## config.mk

```make
export PLATFORM = sky130hd
export DESIGN_NAME = sop_regs
export DESIGN_NICKNAME = d
export VERILOG_FILES = /design/src/core/sop_pkg.sv /design/src/core/sop_regs.sv
export SDC_FILE = /design/constraint.sdc
export NUM_CORES = 1
export LEC_CHECK = 0
export BUFFER_PORTS_ARGS = -buffer_cell sky130_fd_sc_hd__buf_2
export CAP_MARGIN = 20
export CORE_UTILIZATION = 46
export DETAILED_ROUTE_END_ITERATION = 16
export GPL_TIMING_DRIVEN = 0
export PLACE_DENSITY = 0.84
export SYNTH_ARGS = -nofsm -noshare
export SYNTH_HDL_FRONTEND = slang
export SYNTH_SLANG_ARGS = --single-unit
export TNS_END_PERCENT = 5
```

## constraint.sdc

```tcl
create_clock -name core_clk_in -period 2.4 [get_ports core_clk_in]
set_input_delay 0.24 -clock core_clk_in [delete_from_list [all_inputs] [get_ports core_clk_in]]
set_output_delay 0.24 -clock core_clk_in [all_outputs]
set_load 0.01 [all_outputs]
```

## src/core/sop_pkg.sv

```systemverilog
// System options and part number register bank: constants, types and field layout
// Operation
// - Options one takes only first write after reset
// - Options one always reads its current contents
// - Bit 7 enables watchdog; timeout forces reset
// - Bit 6 selects short or long watchdog timeout
// - Bit 5 allows halt; else halt forces reset
// - Bit 1 gives shared pin to debug; set
// - Bit 0 gives shared pin to reset input
// - Reset pin enable cleared by power-on, not by system reset
// - Options two bit 7: write-once watchdog clock select
// - Options two bit 4 enables serial port filter
// - Options two bit 3 selects serial port pins
// - Comparator two route feeds timer two channel 0
// - Options two bit 1 selects two-wire pins
// - Options two bit 0 routes comparator one
// - Write-once bit 7 of options two locks after first
// - Part number upper bits in high register 3:0
// - High register bits 7:4 reserved, ignore writes
// - Low register returns part number bits 7:0
package sop_pkg;

  // Word-aligned byte addresses on the bus
  localparam logic [7:0] ADDR_OPTIONS_ONE = 8'h00;
  localparam logic [7:0] ADDR_OPTIONS_TWO = 8'h04;
  localparam logic [7:0] ADDR_PART_HIGH   = 8'h08;
  localparam logic [7:0] ADDR_PART_LOW    = 8'h0C;

  // Options one fields
  localparam int BIT_WATCHDOG_ENABLE       = 7;
  localparam int BIT_WATCHDOG_LONG_TIMEOUT = 6;
  localparam int BIT_HALT_MODE_ALLOW       = 5;
  localparam int BIT_DEBUG_PIN_ENABLE      = 1;
  localparam int BIT_RESET_PIN_ENABLE      = 0;
  localparam logic [7:0] OPTIONS_ONE_MASK  = 8'hE3;
  localparam logic [7:0] OPTIONS_ONE_RESET = 8'hC2;

  // Options two fields
  localparam int BIT_WATCHDOG_CLOCK_SELECT     = 7;
  localparam int BIT_SERIAL_PORT_FILTER_ENABLE = 4;
  localparam int BIT_SERIAL_PORT_PIN_SELECT    = 3;
  localparam int BIT_COMPARATOR2_CAPTURE_ROUTE = 2;
  localparam int BIT_TWO_WIRE_PIN_SELECT       = 1;
  localparam int BIT_COMPARATOR1_CAPTURE_ROUTE = 0;
  localparam logic [7:0] OPTIONS_TWO_MASK      = 8'h9F;
  localparam logic [7:0] OPTIONS_TWO_RESET     = 8'h00;

  // Part number layout
  localparam logic [3:0] PART_HIGH_RESERVED = 4'h0;

  typedef struct packed {
    logic watchdog_enable;
    logic watchdog_long_timeout;
    logic watchdog_clock_select;
    logic halt_mode_allow;
    logic debug_pin_enable;
    logic reset_pin_enable;
    logic reset_pin_pullup;
    logic serial_port_filter_enable;
    logic serial_port_pin_select;
    logic two_wire_pin_select;
    logic comparator1_capture_route;
    logic comparator2_capture_route;
  } sop_cfg_t;

endpackage : sop_pkg

```

## src/core/sop_regs.sv

```systemverilog
// System options and part number register bank behind a classic Wishbone slave
//
// The Wishbone register port and the register offsets were chosen for this implementation.
`timescale 1ns/1ps
module sop_regs
  import sop_pkg::*;
#(
  // Arbitrary neutral value
  parameter logic [11:0] PART_NUMBER = 12'hA5C
) (
  input  wire logic        core_clk_in,
  input  wire logic        rst_in,
  input  wire logic        sys_reset_in,
  input  wire logic        wb_cyc_in,
  input  wire logic        wb_stb_in,
  input  wire logic        wb_we_in,
  input  wire logic [7:0]  wb_adr_in,
  input  wire logic [3:0]  wb_sel_in,
  input  wire logic [31:0] wb_dat_in,
  output logic      [31:0] wb_dat_out,
  output logic             wb_ack_out,
  input  wire logic        watchdog_timeout_in,
  input  wire logic        halt_exec_in,
  input  wire logic        comparator1_in,
  input  wire logic        comparator2_in,
  input  wire logic        timer1_ch0_pin_in,
  input  wire logic        timer2_ch0_pin_in,
  output logic             timer1_ch0_out,
  output logic             timer2_ch0_out,
  output logic             watchdog_reset_out,
  output logic             illegal_halt_reset_out,
  output logic             halt_enter_out,
  output sop_cfg_t         cfg_out
);

  ////////////////////////////////////////////////////////////////////////
  // Bus decode

  logic [7:0] options_one;
  logic [7:0] options_two;
  logic       options_one_used;
  logic       options_two_used;
  logic       ack;
  logic       bus_req;
  logic       wr_take;
  logic       next_ack;

  assign bus_req  = wb_cyc_in & wb_stb_in;
  assign next_ack = bus_req & ~ack;
  // Write lands on the edge where the master sees ack
  assign wr_take  = bus_req & ack & wb_we_in & wb_sel_in[0];
  assign wb_ack_out = ack;

  function automatic logic [7:0] read_mux(input logic [7:0] adr);
    logic [7:0] v;
    v = 8'h00;
    case (adr)
      ADDR_OPTIONS_ONE: v = options_one & OPTIONS_ONE_MASK;
      ADDR_OPTIONS_TWO: v = options_two & OPTIONS_TWO_MASK;
      ADDR_PART_HIGH:   v = {PART_HIGH_RESERVED, PART_NUMBER[11:8]};
      ADDR_PART_LOW:    v = PART_NUMBER[7:0];
      default:          v = 8'h00;
    endcase
    return v;
  endfunction : read_mux

  always_ff @(posedge core_clk_in or posedge rst_in) begin
    if (rst_in) begin
      ack <= 1'b0;
    end else begin
      ack <= next_ack;
    end
  end

  always_ff @(posedge core_clk_in or posedge rst_in) begin
    if (rst_in) begin
      wb_dat_out <= 32'h0000_0000;
    end else if (next_ack) begin
      wb_dat_out <= {24'h00_0000, read_mux(wb_adr_in)};
    end
  end

  ////////////////////////////////////////////////////////////////////////
  // Options one: whole register write-once

  always_ff @(posedge core_clk_in or posedge rst_in) begin
    if (rst_in) begin
      options_one_used <= 1'b0;
    end else if (sys_reset_in) begin
      options_one_used <= 1'b0;
    end else if (wr_take && wb_adr_in == ADDR_OPTIONS_ONE) begin
      options_one_used <= 1'b1;
    end
  end

  // Upper bits return to defaults on any reset
  always_ff @(posedge core_clk_in or posedge rst_in) begin
    if (rst_in) begin
      options_one[7:1] <= OPTIONS_ONE_RESET[7:1];
    end else if (sys_reset_in) begin
      options_one[7:1] <= OPTIONS_ONE_RESET[7:1];
    end else if (wr_take && wb_adr_in == ADDR_OPTIONS_ONE && !options_one_used) begin
      options_one[7:1] <= wb_dat_in[7:1] & OPTIONS_ONE_MASK[7:1];
    end
  end

  // Reset pin enable survives non power-on resets
  always_ff @(posedge core_clk_in or posedge rst_in) begin
    if (rst_in) begin
      options_one[0] <= OPTIONS_ONE_RESET[0];
    end else if (wr_take && wb_adr_in == ADDR_OPTIONS_ONE && !options_one_used && !sys_reset_in) begin
      options_one[0] <= wb_dat_in[BIT_RESET_PIN_ENABLE];
    end
  end

  ////////////////////////////////////////////////////////////////////////
  // Options two: clock select write-once, bits 4:0 plain read/write, bits 6:5 read as zero

  always_ff @(posedge core_clk_in or posedge rst_in) begin
    if (rst_in) begin
      options_two_used <= 1'b0;
    end else if (sys_reset_in) begin
      options_two_used <= 1'b0;
    end else if (wr_take && wb_adr_in == ADDR_OPTIONS_TWO) begin
      options_two_used <= 1'b1;
    end
  end

  always_ff @(posedge core_clk_in or posedge rst_in) begin
    if (rst_in) begin
      options_two <= OPTIONS_TWO_RESET;
    end else if (sys_reset_in) begin
      options_two <= OPTIONS_TWO_RESET;
    end else if (wr_take && wb_adr_in == ADDR_OPTIONS_TWO) begin
      if (!options_two_used) begin
        options_two[BIT_WATCHDOG_CLOCK_SELECT] <= wb_dat_in[BIT_WATCHDOG_CLOCK_SELECT];
      end
      options_two[6:0] <= wb_dat_in[6:0] & OPTIONS_TWO_MASK[6:0];
    end
  end

  ////////////////////////////////////////////////////////////////////////
  // Configuration outputs

  always_ff @(posedge core_clk_in or posedge rst_in) begin
    if (rst_in) begin
      cfg_out <= '0;
    end else begin
      cfg_out.watchdog_enable           <= options_one[BIT_WATCHDOG_ENABLE];
      cfg_out.watchdog_long_timeout     <= options_one[BIT_WATCHDOG_LONG_TIMEOUT];
      cfg_out.watchdog_clock_select     <= options_two[BIT_WATCHDOG_CLOCK_SELECT];
      cfg_out.halt_mode_allow           <= options_one[BIT_HALT_MODE_ALLOW];
      cfg_out.debug_pin_enable          <= options_one[BIT_DEBUG_PIN_ENABLE];
      cfg_out.reset_pin_enable          <= options_one[BIT_RESET_PIN_ENABLE];
      cfg_out.reset_pin_pullup          <= options_one[BIT_RESET_PIN_ENABLE];
      cfg_out.serial_port_filter_enable <= options_two[BIT_SERIAL_PORT_FILTER_ENABLE];
      cfg_out.serial_port_pin_select    <= options_two[BIT_SERIAL_PORT_PIN_SELECT];
      cfg_out.two_wire_pin_select       <= options_two[BIT_TWO_WIRE_PIN_SELECT];
      cfg_out.comparator1_capture_route <= options_two[BIT_COMPARATOR1_CAPTURE_ROUTE];
      cfg_out.comparator2_capture_route <= options_two[BIT_COMPARATOR2_CAPTURE_ROUTE];
    end
  end

  ////////////////////////////////////////////////////////////////////////
  // Reset requests and capture routing

  always_ff @(posedge core_clk_in or posedge rst_in) begin
    if (rst_in) begin
      watchdog_reset_out <= 1'b0;
    end else begin
      watchdog_reset_out <= watchdog_timeout_in & options_one[BIT_WATCHDOG_ENABLE];
    end
  end

  // Halt is either entered or turned into an illegal-opcode reset
  always_ff @(posedge core_clk_in or posedge rst_in) begin
    if (rst_in) begin
      illegal_halt_reset_out <= 1'b0;
      halt_enter_out         <= 1'b0;
    end else begin
      illegal_halt_reset_out <= halt_exec_in & ~options_one[BIT_HALT_MODE_ALLOW];
      halt_enter_out         <= halt_exec_in & options_one[BIT_HALT_MODE_ALLOW];
    end
  end

  // Route off leaves the timer on its own pin
  always_ff @(posedge core_clk_in or posedge rst_in) begin
    if (rst_in) begin
      timer1_ch0_out <= 1'b0;
      timer2_ch0_out <= 1'b0;
    end else begin
      timer1_ch0_out <= options_two[BIT_COMPARATOR1_CAPTURE_ROUTE] ? comparator1_in : timer1_ch0_pin_in;
      timer2_ch0_out <= options_two[BIT_COMPARATOR2_CAPTURE_ROUTE] ? comparator2_in : timer2_ch0_pin_in;
    end
  end

endmodule : sop_regs

```

==> flow_summary.json <==
{
  "worstPathMaxFanout": 6,
  "ios": 106,
  "htree_levels": 2,
  "relSlewSlack": 0.567,
  "setup.worst_path.end_class": "flop",
  "cts_buffers": 5,
  "worstSetupStartpointType": "flop",
  "setup_viol": 0,
  "syn_area_per_cell_sq_um": 11.5,
  "p_leak_nw": 1.21,
  "via_count": 1325,
  "path_clk_slew_ns": 0.07,
  "ys_seq_area_frac": 0.535,
  "worstMarginPinSlew_ns": 0.645,
  "drt-initial-drc-count": 48,
  "clock-sinks": 38,
  "portBuffers": 54,
  "grt_pass1_vias": 1192,
  "setup_tns_ns": 0,
  "synth_cells": 155,
  "status": "finished with violations",
  "grt_pass1_wl_um": 5690,
  "finalMaxSlewViolations": 0,
  "place.gp.congestion": 0.717,
  "rows": 22,
  "layout_min_cycle_time_ns": 1.62,
  "firstDrtPassIters": 4,
  "route.detailed.drc": 0,
  "via_per_inst": 4.58,
  "min_path_type": "input port to asynchronous set/reset pin",
  "start_util": 0.484,
  "cap_violations": 0,
  "fmax_mhz": 617,
  "die_area_sq_um": 4130,
  "antenna_found_initial": 0,
  "fin_skew_ns": 0.00160,
  "cts_root_buffer": "clkbuf_8",
  "ir_drop_v": 0.000244,
  "utilization": 0.629,
  "num-nets-final": 296,
  "grt_max_degree": 26,
  "clock_path_buffers": 2,
  "final_cell_area_sq_um": 2320,
  "cts_hold_buf": 0,
  "hpwl_um": 2700,
  "wirelength_um": 3570,
  "yosys_warnings": 0,
  "cts-resized-gates": 0,
  "die_h_um": 64.3,
  "diodes": 0,
  "final_hold_viol_count": 13,
  "ys_ff_latch": 38,
  "grt-ovfl-total": 0,
  "synth_cell_type_count": 34,
  "cts_tree": "done",
  "worstSetupPathType": "flop to flop",
  "power_w": 0.00124,
  "violations": "negative hold slack",
  "postCtsSetupBuffers": 0,
  "post_dp_cell_area_sq_um": 2230,
  "fp.coreArea_sq_um": 3690,
  "rsz0062_at_grt": "no",
  "wire_per_inst_um": 12.4,
  "crit_required_ns": 2.61,
  "die_w_um": 64.3,
  "whs_ns": -0.00599,
  "grt_util_all_layers": 0.186,
  "powerDensity_nw_per_um2": 534,
  "syn_area_sq_um": 1780,
  "fin_crit_sh": 0.675,
  "arrival_ns": 1.83,
  "worst_skew_pair.late_latency_ns": 0.29,
  "ant_nets": 0,
  "area_growth_pct": 29.9,
  "layout-drive-gt1-share": 0.402
}
## Yosys cell counts
library cell / number / area, sq um
dfrtp_1: 35 / 876
buf_4: 25 / 188
nand2b_1: 15 / 93.8
mux2i_1: 12 / 120
nand2_1: 9 / 33.8
nor2_1: 8 / 30.0
clkbuf_1: 5 / 18.8
o31ai_1: 4 / 30.0
o41ai_1: 4 / 35.0
dfstp_2: 3 / 78.8
inv_1: 3 / 11.3
mux2_2: 3 / 33.8
a21oi_1: 2 / 10.0
and2_1: 2 / 12.5
nand4b_1: 2 / 17.5
nor3_1: 2 / 10.0
nor4_1: 2 / 12.5
nor4_4: 2 / 42.5
o21ai_0: 2 / 10.0
a21boi_0: 1 / 7.51
a41oi_1: 1 / 8.76
and3b_1: 1 / 8.76
and4b_1: 1 / 10.0
conb_1: 1 / 3.75
nand3_1: 1 / 5.00
nand3b_1: 1 / 7.51
nand4_1: 1 / 6.26
nor2b_1: 1 / 6.26
nor3b_1: 1 / 7.51
nor4bb_1: 1 / 10.0
o21ba_2: 1 / 10.0
or2_2: 1 / 6.26
or4_4: 1 / 11.3
or4bb_1: 1 / 11.3
## cells in the final DEF (no fill, tap or decap), types with 2 or more instances in the layout
master,n
mux2i_1,12
buf_4,25
a21oi_1,2
nor2_1,8
nor3_1,2
nor4_1,2
nand4b_1,2
clkbuf_8,6
dfstp_2,3
nand2b_1,15
nor4_4,2
mux2_2,3
dfrtp_1,35
and2_1,2
clkbuf_1,7
conb_1,24
inv_1,3
nand2_1,9
buf_2,54
o21ai_0,2
o31ai_1,4
o41ai_1,4
## through the flow
stage,setup slack (ns),std cells
after global routing,0.699,289
after global placement,0.563,280
final,0.780,289
after floorplan,0.836,178
after detailed placement,0.489,281
after CTS,0.771,289
## cells by family (layout without fill, tap and decap cells)
| group | after synthesis | in the layout | share of synthesized area |
|---|---|---|---|
| mux | 15 | 15 | 0.0863 |
| buf+inv | 33 | 96 | 0.122 |
| other cells | 1 | 24 | 0.00210 |
| compound gates | 15 | 15 | 0.0624 |
| simple gates | 53 | 53 | 0.192 |
| flops | 38 | 38 | 0.535 |
## final cells by class
| class | instances | area [sq um] |
|---|---|---|
| repair buffers | 55 | 298 |
| clock buffers | 8 | 90.1 |
| inverters | 3 | 11.3 |
| plain buffers | 30 | 206 |
| flip-flops and latches | 38 | 955 |
| fillers | 313 | 1370 |
| well taps | 48 | 60.1 |
| multi-input cells | 107 | 698 |
## worst max-delay path: stages (launching register included)
cell      delay, ns
dfrtp_1        0.39
nand4b_1       0.25
nor4_4         0.63
mux2i_1        0.27
## sequential cells by signal, indices dropped and copies added (netlist names)
register and cells:
options_one 5, wb_dat_out 8, watchdog_reset_out 1, options_two 6
options_one_used 1, timer2_ch0_out 1, wb_ack_out 1, halt_enter_out 1
timer1_ch0_out 1, cfg_out 11, illegal_halt_reset_out 1, options_two_used 1
## final timing paths
| path | startpoint | endpoint | slack (ns) | cells after the start |
|---|---|---|---|---|
| min in group core_clk_in | watchdog_timeout_in | watchdog_reset_out | 0.18 | 2 |
| max in group asynchronous | rst_in | options_one[1] | 1.81 | 3 |
| worst max register to register | wb_ack_out | options_two[1] | 0.78 | 3 |
| worst min register to register | options_two[4] | cfg_out[4] | 0.40 | 0 |
| worst min-delay path | rst_in | illegal_halt_reset_out | -0.006 | 2 |
| worst max-delay path | wb_ack_out | options_two[1] | 0.78 | 3 |
## power by group
part,switching [W],leakage (nW),internal (W),total (W)
Combinational,0.0000787,0.666,0.0000678,0.000146
Clock,0.000211,0.0455,0.000234,0.000445
Sequential,0.00000200,0.495,0.000646,0.000648
## per-layer routing
| layer | part of all wire | GRT usage | vias up |
|---|---|---|---|
| met3 | 0.069 | 0.0607 | 5 |
| met2 | 0.47 | 0.275 | 58 |
| li1 | - | - | 653 |
| met1 | 0.45 | 0.250 | 609 |
| met4 | 0.018 | 0.0750 | 0 |
| met5 | 0 | 0 | - |
(Power assumes the default switching activity.)
